===== src/rtl/dgc_pkg.sv =====
// constants, register layouts and types for the playback gain and mute block
package dgc_pkg;

  // register offsets
  localparam logic [7:0] ADDR_PATH_SETUP = 8'h3f;
  localparam logic [7:0] ADDR_MUTE = 8'h40;
  localparam logic [7:0] ADDR_GAIN = 8'h41;
  localparam logic [7:0] ADDR_GAP = 8'h42;
  localparam logic [7:0] ADDR_CMP_CTRL = 8'h44;

  // reset values
  localparam logic [7:0] RST_PATH_SETUP = 8'h14;
  localparam logic [7:0] RST_MUTE = 8'h0c;
  localparam logic [7:0] RST_GAIN = 8'h00;
  localparam logic [7:0] RST_GAP = 8'h00;
  localparam logic [7:0] RST_CMP_CTRL = 8'h0f;
  localparam logic [7:0] READ_UNMAPPED = 8'h00;

  // source select codes
  localparam logic [1:0] SRC_OFF = 2'h0;
  localparam logic [1:0] SRC_LEFT = 2'h1;
  localparam logic [1:0] SRC_RIGHT = 2'h2;
  localparam logic [1:0] SRC_AVERAGE = 2'h3;

  // soft-step codes
  localparam logic [1:0] STEP_EVERY = 2'h0;
  localparam logic [1:0] STEP_EVERY_TWO = 2'h1;
  localparam logic [1:0] STEP_NONE = 2'h2;

  // gain arithmetic, all gains in half-decibel units
  localparam logic signed [8:0] GAIN_FLOOR = 9'h180;
  localparam logic signed [10:0] GAIN_OFFSET = 11'h0b4;
  localparam logic [9:0] STEPS_PER_OCTAVE = 10'h00c;
  localparam int UNITY_SHIFT = 29;
  localparam logic [15:0] MANT_TABLE [12] = '{
    16'h4000, 16'h43cb, 16'h47cf, 16'h4c10, 16'h5092, 16'h5559,
    16'h5a67, 16'h5fc3, 16'h6570, 16'h6b73, 16'h71d1, 16'h7890
  };

  // compressor settings
  localparam logic [9:0] THRESH_STEP_HALF_DB = 10'h006;
  localparam logic [5:0] CMP_MAX_REDUCTION = 6'h30;

  typedef struct packed {
    logic power;
    logic rsvdHi;
    logic [1:0] source;
    logic [1:0] rsvdMid;
    logic [1:0] softStep;
  } dgc_path_setup_t;

  typedef struct packed {
    logic [3:0] rsvdHi;
    logic mute;
    logic [2:0] rsvdLo;
  } dgc_mute_t;

  typedef struct packed {
    logic rsvdTop;
    logic enable;
    logic rsvdMid;
    logic [2:0] threshold;
    logic [1:0] hysteresis;
  } dgc_cmp_ctrl_t;

  typedef struct packed {
    logic write;
    logic read;
    logic [7:0] addr;
    logic [7:0] wdata;
  } dgc_reg_req_t;

  typedef enum logic {CMP_IDLE, CMP_ENGAGED} dgc_cmp_state_t;

endpackage : dgc_pkg


===== src/rtl/dgc_playback_ctrl.sv =====
// playback channel control registers, gain, mute and compressor path
`timescale 1ns/100ps
module dgc_playback_ctrl import dgc_pkg::*; #(
  parameter int SAMPLE_WIDTH = 16
) (
  // clock and reset
  input wire logic clock,
  input wire logic arst_n,
  // register access
  input wire dgc_reg_req_t regReq,
  output logic [7:0] regRdata_q,
  output logic regRdValid_q,
  // audio samples in
  input wire logic sampleTick,
  input wire logic signed [SAMPLE_WIDTH-1:0] leftIn,
  input wire logic signed [SAMPLE_WIDTH-1:0] rightIn,
  // audio sample out
  output logic signed [SAMPLE_WIDTH-1:0] sampleOut_q,
  output logic sampleValid_q,
  // status
  output logic dacPowered,
  output logic signed [8:0] rampGain,
  output logic [5:0] cmpReduction
);

  localparam int W = SAMPLE_WIDTH;
  localparam logic signed [W-1:0] FULL_SCALE = {1'b0, {(W-1){1'b1}}};

  // scales a sample by a gain in half-decibel units
  function automatic logic signed [W-1:0] applyGain(
    input logic signed [W-1:0] s,
    input logic signed [9:0] g
  );
    logic signed [10:0] uS;
    logic [9:0] u;
    logic [4:0] idx;
    logic [3:0] r;
    logic signed [63:0] prod;
    logic signed [63:0] shifted;
    uS = {g[9], g} + GAIN_OFFSET;
    u = uS[9:0];
    idx = 5'(u / STEPS_PER_OCTAVE);
    r = 4'(u % STEPS_PER_OCTAVE);
    prod = $signed({{(64-W){s[W-1]}}, s}) * $signed({48'h0, MANT_TABLE[r]});
    shifted = (prod <<< idx) >>> UNITY_SHIFT;
    if (uS[10]) begin
      applyGain = '0;
    end else if (shifted[63] && !(&shifted[62:W-1])) begin
      applyGain = {1'b1, {(W-1){1'b0}}};
    end else if (!shifted[63] && (|shifted[62:W-1])) begin
      applyGain = FULL_SCALE;
    end else begin
      applyGain = shifted[W-1:0];
    end
  endfunction : applyGain

  // register state
  dgc_path_setup_t pathSetup_q;
  dgc_path_setup_t pathSetup_d;
  dgc_mute_t mute_q;
  dgc_mute_t mute_d;
  logic [7:0] gain_q;
  logic [7:0] gain_d;
  logic [7:0] gap_q;
  logic [7:0] gap_d;
  dgc_cmp_ctrl_t cmpCtrl_q;
  dgc_cmp_ctrl_t cmpCtrl_d;
  logic [7:0] regRdata_d;
  logic regRdValid_d;

  always_comb begin
    pathSetup_d = pathSetup_q;
    mute_d = mute_q;
    gain_d = gain_q;
    gap_d = gap_q;
    cmpCtrl_d = cmpCtrl_q;
    regRdValid_d = regReq.read;
    regRdata_d = regRdata_q;
    if (regReq.write) begin
      unique case (regReq.addr)
        ADDR_PATH_SETUP: pathSetup_d = regReq.wdata;
        ADDR_MUTE: mute_d = regReq.wdata;
        ADDR_GAIN: gain_d = regReq.wdata;
        ADDR_GAP: gap_d = regReq.wdata;
        ADDR_CMP_CTRL: cmpCtrl_d = regReq.wdata;
        default: ;
      endcase
    end
    if (regReq.read) begin
      unique case (regReq.addr)
        ADDR_PATH_SETUP: regRdata_d = pathSetup_q;
        ADDR_MUTE: regRdata_d = mute_q;
        ADDR_GAIN: regRdata_d = gain_q;
        ADDR_GAP: regRdata_d = gap_q;
        ADDR_CMP_CTRL: regRdata_d = cmpCtrl_q;
        default: regRdata_d = READ_UNMAPPED;
      endcase
    end
  end

  always_ff @(posedge clock or negedge arst_n) begin
    if (!arst_n) begin
      pathSetup_q <= RST_PATH_SETUP;
      mute_q <= RST_MUTE;
      gain_q <= RST_GAIN;
      gap_q <= RST_GAP;
      cmpCtrl_q <= RST_CMP_CTRL;
      regRdata_q <= READ_UNMAPPED;
      regRdValid_q <= 1'b0;
    end else begin
      pathSetup_q <= pathSetup_d;
      mute_q <= mute_d;
      gain_q <= gain_d;
      gap_q <= gap_d;
      cmpCtrl_q <= cmpCtrl_d;
      regRdata_q <= regRdata_d;
      regRdValid_q <= regRdValid_d;
    end
  end

  // volume ramp
  logic signed [8:0] rampTarget;
  logic rampAtFloor;

  assign rampTarget = mute_q.mute ? GAIN_FLOOR : {gain_q[7], gain_q};

  dgc_volume_ramp u_ramp (
    .clock(clock),
    .arst_n(arst_n),
    .sampleTick(sampleTick),
    .stepMode(pathSetup_q.softStep),
    .target(rampTarget),
    .current(rampGain),
    .atFloor(rampAtFloor)
  );

  // source select and level detection
  logic signed [W:0] lrSum;
  logic signed [W-1:0] srcSample;
  logic signed [W-1:0] preCmp;
  logic [W-1:0] level;
  logic [W-1:0] threshLevel;
  logic [W-1:0] releaseLevel;
  logic signed [9:0] rampGainWide;
  logic signed [9:0] thrHalf;
  logic signed [9:0] hystHalf;
  logic levelOver;
  logic levelBelow;

  assign lrSum = {leftIn[W-1], leftIn} + {rightIn[W-1], rightIn};

  always_comb begin
    unique case (pathSetup_q.source)
      SRC_OFF: srcSample = '0;
      SRC_LEFT: srcSample = leftIn;
      SRC_RIGHT: srcSample = rightIn;
      SRC_AVERAGE: srcSample = lrSum[W:1];
    endcase
  end

  assign rampGainWide = {rampGain[8], rampGain};
  assign preCmp = applyGain(srcSample, rampGainWide);
  assign level = preCmp[W-1] ? W'(-preCmp) : W'(preCmp);

  assign thrHalf = 10'h000 - THRESH_STEP_HALF_DB
                 - THRESH_STEP_HALF_DB * {7'h00, cmpCtrl_q.threshold};
  assign hystHalf = {7'h00, cmpCtrl_q.hysteresis, 1'b0};
  assign threshLevel = W'(applyGain(FULL_SCALE, thrHalf));
  assign releaseLevel = W'(applyGain(FULL_SCALE, thrHalf - hystHalf));
  assign levelOver = (level > threshLevel);
  assign levelBelow = (level < releaseLevel);

  // compressor gain reduction
  dgc_cmp_state_t cmpState_q;
  dgc_cmp_state_t cmpState_d;
  logic [5:0] reduction_q;
  logic [5:0] reduction_d;

  always_comb begin
    cmpState_d = cmpState_q;
    reduction_d = reduction_q;
    if (!cmpCtrl_q.enable) begin
      cmpState_d = CMP_IDLE;
      reduction_d = 6'h00;
    end else if (sampleTick) begin
      unique case (cmpState_q)
        CMP_IDLE: begin
          if (levelOver) begin
            cmpState_d = CMP_ENGAGED;
            reduction_d = reduction_q + 6'h01;
          end
        end
        CMP_ENGAGED: begin
          if (levelOver) begin
            if (reduction_q < CMP_MAX_REDUCTION) begin
              reduction_d = reduction_q + 6'h01;
            end
          end else if (levelBelow) begin
            if (reduction_q != 6'h00) begin
              reduction_d = reduction_q - 6'h01;
            end else begin
              cmpState_d = CMP_IDLE;
            end
          end
        end
      endcase
    end
  end

  always_ff @(posedge clock or negedge arst_n) begin
    if (!arst_n) begin
      cmpState_q <= CMP_IDLE;
      reduction_q <= 6'h00;
    end else begin
      cmpState_q <= cmpState_d;
      reduction_q <= reduction_d;
    end
  end

  assign cmpReduction = reduction_q;

  // output sample
  logic signed [W-1:0] sampleOut_d;
  logic sampleValid_d;
  logic signed [9:0] outGain;

  assign outGain = rampGainWide - {4'h0, reduction_q};

  always_comb begin
    sampleOut_d = sampleOut_q;
    sampleValid_d = sampleTick;
    if (sampleTick) begin
      if (!pathSetup_q.power || rampAtFloor) begin
        sampleOut_d = '0;
      end else begin
        sampleOut_d = applyGain(srcSample, outGain);
      end
    end
  end

  always_ff @(posedge clock or negedge arst_n) begin
    if (!arst_n) begin
      sampleOut_q <= '0;
      sampleValid_q <= 1'b0;
    end else begin
      sampleOut_q <= sampleOut_d;
      sampleValid_q <= sampleValid_d;
    end
  end

  assign dacPowered = pathSetup_q.power;

  a_power_off_quiet:
    assert property (@(posedge clock) disable iff (!arst_n)
      (sampleTick && !pathSetup_q.power) |=> (sampleOut_q == '0))
    else $error("output not silent while powered down");

  a_power_bit_write:
    assert property (@(posedge clock) disable iff (!arst_n)
      (regReq.write && regReq.addr == ADDR_PATH_SETUP)
      |=> (pathSetup_q == $past(regReq.wdata) &&
           dacPowered == $past(regReq.wdata[7])))
    else $error("power bit did not follow the write");

  a_source_off_zero:
    assert property (@(posedge clock) disable iff (!arst_n)
      (sampleTick && pathSetup_q.source == SRC_OFF) |=> (sampleOut_q == '0))
    else $error("output not silent with source off");

  a_left_unity_pass:
    assert property (@(posedge clock) disable iff (!arst_n)
      (sampleTick && pathSetup_q.power && pathSetup_q.source == SRC_LEFT &&
       rampGain == 9'h000 && reduction_q == 6'h00)
      |=> (sampleOut_q == $past(leftIn)))
    else $error("left sample not passed at unity gain");

  a_right_unity_pass:
    assert property (@(posedge clock) disable iff (!arst_n)
      (sampleTick && pathSetup_q.power && pathSetup_q.source == SRC_RIGHT &&
       rampGain == 9'h000 && reduction_q == 6'h00)
      |=> (sampleOut_q == $past(rightIn)))
    else $error("right sample not passed at unity gain");

  a_mute_floor_quiet:
    assert property (@(posedge clock) disable iff (!arst_n)
      (sampleTick && mute_q.mute && rampGain == GAIN_FLOOR)
      |=> (sampleOut_q == '0))
    else $error("output not silent while muted");

  a_cmp_disabled_clear:
    assert property (@(posedge clock) disable iff (!arst_n)
      !cmpCtrl_q.enable |=> (reduction_q == 6'h00))
    else $error("reduction present while compressor disabled");

  a_cmp_attack_step:
    assert property (@(posedge clock) disable iff (!arst_n)
      (sampleTick && cmpCtrl_q.enable && levelOver &&
       reduction_q < CMP_MAX_REDUCTION)
      |=> (reduction_q == $past(reduction_q) + 6'h01))
    else $error("compressor did not attack above threshold");

  a_cmp_hold_band:
    assert property (@(posedge clock) disable iff (!arst_n)
      (sampleTick && cmpCtrl_q.enable && cmpState_q == CMP_ENGAGED &&
       !levelOver && !levelBelow) |=> $stable(reduction_q))
    else $error("reduction moved inside hysteresis band");

endmodule : dgc_playback_ctrl


===== src/rtl/dgc_volume_ramp.sv =====
// soft-stepping volume ramp toward a target gain
`timescale 1ns/100ps
module dgc_volume_ramp import dgc_pkg::*; (
  // clock and reset
  input wire logic clock,
  input wire logic arst_n,
  // sample timing and control
  input wire logic sampleTick,
  input wire logic [1:0] stepMode,
  input wire logic signed [8:0] target,
  // ramp state
  output logic signed [8:0] current,
  output logic atFloor
);

  logic signed [8:0] current_q;
  logic signed [8:0] current_d;
  logic phase_q;
  logic phase_d;

  always_comb begin
    current_d = current_q;
    phase_d = phase_q;
    if (sampleTick) begin
      if (stepMode == STEP_EVERY ||
          (stepMode == STEP_EVERY_TWO && phase_q)) begin
        if (current_q < target) begin
          current_d = current_q + 9'h001;
        end else if (current_q > target) begin
          current_d = current_q - 9'h001;
        end
      end else if (stepMode != STEP_EVERY_TWO) begin
        current_d = target;
      end
      phase_d = (stepMode == STEP_EVERY_TWO) ? !phase_q : 1'b0;
    end
  end

  always_ff @(posedge clock or negedge arst_n) begin
    if (!arst_n) begin
      current_q <= GAIN_FLOOR;
      phase_q <= 1'b0;
    end else begin
      current_q <= current_d;
      phase_q <= phase_d;
    end
  end

  assign current = current_q;
  assign atFloor = (current_q == GAIN_FLOOR);

  a_ramp_single_step:
    assert property (@(posedge clock) disable iff (!arst_n)
      (sampleTick && stepMode == STEP_EVERY && current_q != target)
      |=> (current_q - $past(current_q) == 9'h001 ||
           $past(current_q) - current_q == 9'h001))
    else $error("ramp did not move by one step");

  a_ramp_jump_disabled:
    assert property (@(posedge clock) disable iff (!arst_n)
      (sampleTick && stepMode == STEP_NONE)
      |=> (current_q == $past(target)))
    else $error("ramp did not jump with stepping disabled");

  a_ramp_half_rate:
    assert property (@(posedge clock) disable iff (!arst_n)
      (sampleTick && stepMode == STEP_EVERY_TWO && !phase_q)
      |=> $stable(current_q))
    else $error("ramp stepped on the skipped period");

endmodule : dgc_volume_ramp


===== config.mk =====
export PLATFORM = sky130hd
export DESIGN_NAME = dgc_playback_ctrl
export DESIGN_NICKNAME = d
export VERILOG_FILES = /design/src/rtl/dgc_pkg.sv /design/src/rtl/dgc_playback_ctrl.sv /design/src/rtl/dgc_volume_ramp.sv
export SDC_FILE = /design/constraint.sdc
export NUM_CORES = 2
export LEC_CHECK = 0
export BUFFER_PORTS_ARGS = -buffer_cell sky130_fd_sc_hd__buf_2
export CORE_MARGIN = 2
export CORE_UTILIZATION = 60
export DETAILED_ROUTE_END_ITERATION = 8
export GPL_TIMING_DRIVEN = 0
export HOLD_SLACK_MARGIN = 0.03
export PLACE_DENSITY = 0.83
export SKIP_LAST_GASP = 1
export SLEW_MARGIN = 25
export SYNTH_ARGS = -nofsm -noshare
export SYNTH_HDL_FRONTEND = slang
export SYNTH_SLANG_ARGS = --single-unit

===== constraint.sdc =====
create_clock -name clock -period 31.1 [get_ports clock]
set_input_delay 9.33 -clock clock [delete_from_list [all_inputs] [get_ports clock]]
set_output_delay 9.33 -clock clock [all_outputs]
set_load 0.005 [all_outputs]

# After elaboration in Yosys (flattened, before gate mapping)

Memory sizes are Yosys's and may differ from the RTL's.
Cells that the tools add are included.

Register bits after elaboration: 83
Latch bits: 0
Bits in writable memories: 0
Memory bits (read-only): 1024
Input bits: 53
Output and inout port bits: 42
Memories: 4

Memory list:

| name            | depth | width | read ports | clocked after Yosys merged registers in | write ports | RTL line                | text |
|---|---|---|---|---|---|---|---|
| (no name shown) | 16    | 16    | 1          | 0                                       | 0           | dgc_playback_ctrl.sv:44 | `prod = $signed({{(64-W){s[W-1]}}, s}) * $signed({48'h0, MANT_TABLE[r]});` |
| (no name shown) | 16    | 16    | 1          | 0                                       | 0           | dgc_playback_ctrl.sv:44 |  |
| (no name shown) | 16    | 16    | 1          | 0                                       | 0           | dgc_playback_ctrl.sv:44 |  |
| (no name shown) | 16    | 16    | 1          | 0                                       | 0           | dgc_playback_ctrl.sv:44 |  |

Add/sub/neg operators: 13
Multipliers: 5
Divide/modulo/power cells: 8
Order comparisons: 9
Equality and inequality tests: 17
Shift operators: 4
Multiplexer cells: 45
Bitwise operators: 5
Reductions and logical operators: 40

Operator list:

| operator                                                             | number |
|---|---|
| 16-bit two-way mux                                                   | 22 |
| 32-bit by 5-bit <<< shifter with 64-bit output                       | 2 |
| 33-bit by 5-bit <<< shifter with 64-bit output                       | 2 |
| 20-bit AND reduction                                                 | 4 |
| 20-bit OR reduction                                                  | 4 |
| 16-bit by 17-bit multiplier with 33-bit output                       | 2 |
| 16-bit one-hot mux with 4 select lines                               | 1 |
| 15-bit by 16-bit multiplier with 31-bit output, first input constant | 2 |
| 9-bit two-way mux                                                    | 5 |
| 6-bit two-way mux                                                    | 7 |
| 10-bit by 4-bit divider with 10-bit output, second input constant    | 4 |
| 10-bit by 4-bit modulo with 10-bit output, second input constant     | 4 |
| 8-bit one-hot mux with 5 select lines                                | 1 |
| 8-bit by 7-bit == test with 1-bit output, second input constant      | 4 |
| 9-bit by 9-bit adder with 10-bit output, second input constant       | 2 |
| 5-bit >= comparator, second input constant                           | 4 |
| 4-bit NOT with 5-bit output                                          | 4 |
| 16-bit by 16-bit adder with 17-bit output                            | 1 |
| 16-bit greater-than comparator                                       | 1 |
| 16-bit < comparator                                                  | 1 |
| 16-bit negation                                                      | 1 |
| 6-bit one-hot mux with 2 select lines                                | 1 |
| 10-bit by 9-bit adder with 11-bit output, second input constant      | 1 |
| 8-bit by 9-bit adder with 10-bit output, second input constant       | 1 |
| other kinds (32)                                                     | 65 |

# Longest topological paths before layout

Depth in word-level cells: 22
Mapped depth: 78
Mapped depth without buffers: 69

# Hierarchy

From an unflattened synthesis, not the netlist that was laid out.

Cell total of the unflattened synthesis: 5192
Area, all modules: 40049.7 um2

Modules (own cells, without submodules):

| module            | instances | cells an instance | area an instance (um2) |
|---|---|---|---|
| dgc_playback_ctrl | 1         | 5026              | 38787.2 |
| dgc_volume_ramp   | 1         | 166               | 1262.5 |

# Least setup slack after synthesis

Ideal clock, no wire load.

Kind: input-to-reg
Start point: in leftIn[1]
End point: reg reduction_q[5], in the netlist cmpReduction[5]
Setup time: 0.079 ns
Arrival time: 23.367 ns
Slack: 7.654 ns
Stages on the path: 69
Cells stage by stage: ha_1 a21o_1 a21oi_1 o21bai_1 a21oi_1 o21bai_1 a21oi_1 o21bai_1 a21oi_1 o21bai_1 a21oi_1 o21bai_1 a21oi_1 o21bai_1 a21oi_1 xnor2_1 mux2i_1 o21ai_0 [33 not listed] nor2_1 xnor2_1 ha_1 a21oi_1 o22ai_1 o21a_1 o21a_1 o21ai_0 nand2b_1 a21oi_1 o221a_2 o21ai_1 or3_1 o22ai_1 inv_1 or3_1 o22ai_1 mux2i_1

Word-level cells in the longest chain between the ends: 16
Elaborated cells between the ends (all ways): 26
Those cells by class: add/sub (2); mul (1); order compare (2); eq/ne (4); shift (1); mux (9); reduce/logical (7)

RTL lines:

| what                                                           | RTL line                                         | text |
|---|---|---|
| start, declared                                                | dgc_playback_ctrl.sv:15                          | `input wire logic signed [SAMPLE_WIDTH-1:0] leftIn,` |
| 16-bit by 16-bit adder with 17-bit output                      | dgc_playback_ctrl.sv:150                         | `assign lrSum = {leftIn[W-1], leftIn} + {rightIn[W-1], rightIn};` |
| 16-bit one-hot mux with 4 select lines (*)                     | dgc_playback_ctrl.sv:153                         | `unique case (pathSetup_q.source)` |
| 16-bit by 17-bit multiplier with 33-bit output (*)             | dgc_playback_ctrl.sv:44                          |  |
| 33-bit by 5-bit <<< shifter with 64-bit output (*)             | dgc_playback_ctrl.sv:45                          | `shifted = (prod <<< idx) >>> UNITY_SHIFT;` |
| 20-bit OR reduction, or another cell as far along              | dgc_playback_ctrl.sv:50                          | `end else if (!shifted[63] && (\|shifted[62:W-1])) begin` |
| 1-bit logical AND / 1-bit zero test (equally long branches)    | dgc_playback_ctrl.sv:50, dgc_playback_ctrl.sv:48 |  |
| 16-bit two-way mux / 1-bit logical AND (equally long branches) | dgc_playback_ctrl.sv:50, dgc_playback_ctrl.sv:48 |  |
| 16-bit two-way mux (*)                                         | dgc_playback_ctrl.sv:48                          | `end else if (shifted[63] && !(&shifted[62:W-1])) begin` |
| 16-bit two-way mux (*)                                         | dgc_playback_ctrl.sv:46                          | `if (uS[10]) begin` |
| 16-bit negation                                                | dgc_playback_ctrl.sv:163                         | `assign level = preCmp[W-1] ? W'(-preCmp) : W'(preCmp);` |
| 16-bit two-way mux (*)                                         | dgc_playback_ctrl.sv:163                         |  |
| 16-bit greater-than comparator                                 | dgc_playback_ctrl.sv:170                         | `assign levelOver = (level > threshLevel);` |
| 6-bit two-way mux                                              | dgc_playback_ctrl.sv:194                         | `if (levelOver) begin` |
| 6-bit one-hot mux with 2 select lines                          | dgc_playback_ctrl.sv:186                         | `unique case (cmpState_q)` |
| 6-bit two-way mux                                              | dgc_playback_ctrl.sv:185                         | `end else if (sampleTick) begin` |
| 6-bit two-way mux                                              | dgc_playback_ctrl.sv:182                         | `if (!cmpCtrl_q.enable) begin` |
| end signal, assigned                                           | dgc_playback_ctrl.sv:216                         | `reduction_q <= reduction_d;` |
| end, declared                                                  | dgc_playback_ctrl.sv:176                         | `logic [5:0] reduction_q;` |

Every way passes the cells marked *; elsewhere a longest branch is shown, timed or not. The select of a mux whose other input is x is not followed.
A chain may end at the register's enable or synchronous reset.

# Worst setup path after layout

Ends and elaborated chain as after synthesis.

==> out/results.tsv <==
stage	metric	value	unit
synth	Async S/R FF share, synth	100	%
clock_network	CTS Root Cell	clkbuf_16	
clock_network	# clock sinks	83	
critical_path	CP dominant cell by count	a21oi_1	
critical_path	R2R Path Start	u_ramp.current[7]$_DFFE_PN1P_	
synth	warnings from Yosys	0	
layout	fraction of layout cells with a size suffix above 1	7.21	%
route	routed via count	37968	
sta	fin crit share	88.6	%
route	wire per inst	20.8	um
synth	Post-synth EDFFs	0	
route	routed vias/inst	6.34	
sta	unrepaired setup endpoints after global routing	no	
route	DRC viols	0	
layout	Syn-to-layout area delta	4.93	%
sta	final setup skew	0.0144	ns
placed_design	Final HPWL DP	103	mm
clock_network	CTS tree	done	
sta	setup_tns	0	ns
global_routing	GRT Total Usage	36.6	%
critical_path	CP Launch Type	input port	
clock_network	Skew-Pair Late Insertion Delay	0.35	ns
critical_path	R2R Path End	cmpReduction[5]$_DFFE_PN0P_	
synth	Cell variety after synth	121	
sta	Min Hold Slack	0.510	ns
clock_network	hold_buf cts	0	
sta	FMAX	0.0363	GHz
global_routing	initial antenna violation count	8	
global_routing	grt total ovfl	0	
sta	endpoints failing hold	0	
worst_hold_path	Worst Hold Launch	gap_q[3]$_DFFE_PN0P_	
clock_network	clock slew at reported path FFs	0.07	ns
critical_path	crit path from	leftIn[1]	
critical_path	CP endpoint kind	flip-flop	
placed_design	PortBufs	93	
clock_network	cts bufs inserted	9	
critical_path	critical path class	in2reg	
floorplanning	total core area	65500	sq um
critical_path	reg-to-reg setup timing slack	11.38	ns
synth	sequential share of the synthesized area	5.29	%
status	outcome	complete, no violations	
global_routing	vias in the first global route	37031	
synth	Most used DFF post-synth	dfrtp_1	
job	max cap viols	0	
global_routing	largest net degree at the start of global routing	55	
clock_network	H-tree levels	3	
floorplanning	IO Pins	95	
critical_path	CP endpoint	cmpReduction[5]$_DFFE_PN0P_	
sta	Final min period	27.55	ns
global_routing	first-pass GRT wire length	198	mm
floorplanning	Die ar.	68000	sq um
clock_network	Setup Buffers After CTS	0	
layout	Final #Nets	6104	
critical_path	CP max stage delay	0.74	ns
floorplanning	Die Width	261	um
floorplanning	row cnt	94	
sta	worst rel slew slack	22.0	%
placed_design	placer congestion estimate	1.05	
sta	Slew Viols, Final	0	
worst_hold_path	Hold WC Path Type	reg2reg	
route	post-route ant nets	0	
clock_network	worst-case clock buffer depth	2	
route	Iter 0 DRT Violations	3919	
synth	mapped cell area	39500	sq um
critical_path	Crit path required time	31.37	ns
synth	synthesized instance count	5005	
route	First-pass DRT Iterations	7	
synth	post-synthesis register bit count	83	
critical_path	crit path max fanout	10	
route	drt total wl	124	mm
floorplanning	starting density of the core	60.3	%
floorplanning	Die Height	261	um
clock_network	post-cts sizing count	0	
sta	# setup viols final	0	
critical_path	Worst Path Arrival	27.83	ns
critical_path	path depth of the worst reg2reg path	64	
synth	syn_area_per_cell	7.90	sq um
critical_path	slowest CP cell	nor4_2	
sta	Tightest Pin Transition	1.14	ns
-- worst min-delay path by stage --
stage,depth (start not counted),end
2_1_floorplan,1,u_ramp.phase_q$_DFFE_PN0P_
3_3_place_gp,1,u_ramp.phase_q$_DFFE_PN0P_
3_5_place_dp,1,u_ramp.phase_q$_DFFE_PN0P_
4_1_cts,1,mute_q[1]$_DFFE_PN0P_
5_1_grt,1,mute_q[1]$_DFFE_PN0P_
6_report,1,gap_q[3]$_DFFE_PN0P_
-- flip-flops by register name, summed over array words and instances (netlist names), 6 cells and up --
name and count:
pathSetup_q 7, mute_q 8, cmpCtrl_q 8, sampleOut_q 16
u_ramp.current 9, cmpReduction 6, regRdata_q 8, gain_q 8
gap_q 8
-- area by class of cell --
cell class,instances,area [sq um]
Multi-Input combinational cell,4042,34100
Fill cell,5717,24000
Inverter,642,2410
Sequential cell,83,2090
Tap cell,864,1080
Buffer,239,1010
Timing Repair Buffer,97,513
Clock buffer,10,229
Clock inverter,6,45.0
Antenna cell,3,7.51
-- cell families (layout without fill, tap and decap cells) --
| logic type | Yosys count | after routing | synth area share, % |
|---|---|---|---|
| compound gates | 1191 | 1191 | 20.9 |
| xor+xnor | 234 | 234 | 5.37 |
| flops | 83 | 83 | 5.29 |
| other cells | 1 | 5 | 0.00949 |
| mux | 182 | 182 | 4.93 |
| fa+ha+maj | 937 | 937 | 37.7 |
| simple gates | 1496 | 1496 | 17.2 |
| buf+inv | 881 | 994 | 8.64 |
-- per-layer routing --
metal  vias to the layer above  share of wire, %  GRT usage (%)
met5                         -             0.060              0
met4                        12               4.5           14.4
met3                       357                11           7.85
met2                      1970                43           56.5
met1                     18198                42           50.2
li1                      17431                 -              -
-- metrics by stage --
| step | std cells | instance area, sq um | worst slack (ns) | utilization [%] |
|---|---|---|---|---|
| 2_1_floorplan | 5006 | 39500 | 7.65 | - |
| 3_3_place_gp | 5963 | 41100 | 3.48 | 62.7 |
| 3_5_place_dp | 5967 | 41200 | 3.68 | 62.9 |
| 4_1_cts | 5983 | 41500 | 4.05 | 63.3 |
| 5_1_grt | 5984 | 41500 | 2.75 | 63.3 |
| 6_report | 5986 | 41500 | 3.55 | 63.3 |
-- placed cells by master (no fill, tap or decap), types with 31 or more instances in the layout --
cell and count:
and2_1 53, nor2b_1 34, inv_1 635, a21o_1 97, o21ai_0 189, o21bai_1 39
o21a_1 36, o22ai_1 32, a31oi_1 35, fa_1 422, o31ai_1 33, and3_1 41
mux2_2 67, nand2_1 545, xor2_1 65, clkbuf_1 175, o211ai_1 62, nand2b_1 51
nor3_1 53, a211oi_1 55, xnor2_1 161, nand3_1 99, buf_2 127, ha_1 515
nor2_1 459, a21oi_1 271, mux2i_1 110, or2_2 31, dfrtp_1 73
-- critical path, delay by kind of cell --
kind                       cells  cell delay [ns]
and+or+nand+nor               10             2.95
xor gates and xnor gates       2             0.45
muxes                          3             0.67
buffers and inverters         10             2.42
AOI/OAI and AO/OA             31             7.56
adders and majority gates     10             4.41
-- cell usage after synthesis, types with 54 or more instances --
| master | n | area, sq um |
|---|---|---|
| dfrtp_1 | 73 | 1830 |
| nand3_1 | 99 | 495 |
| inv_1 | 635 | 2380 |
| o21ai_0 | 189 | 946 |
| fa_1 | 422 | 8450 |
| a21o_1 | 97 | 728 |
| xnor2_1 | 162 | 1420 |
| nand2_1 | 545 | 2050 |
| a211oi_1 | 56 | 420 |
| mux2_2 | 67 | 754 |
| ha_1 | 515 | 6440 |
| clkbuf_1 | 176 | 661 |
| o211ai_1 | 62 | 465 |
| a21oi_1 | 271 | 1360 |
| xor2_1 | 65 | 569 |
| nor2_1 | 461 | 1730 |
| mux2i_1 | 110 | 1100 |
| nor3_1 | 54 | 270 |
Power is left out: the tool's default activity adds up to more than one toggle a clock period on the data nets, which glitch-free logic cannot reach.
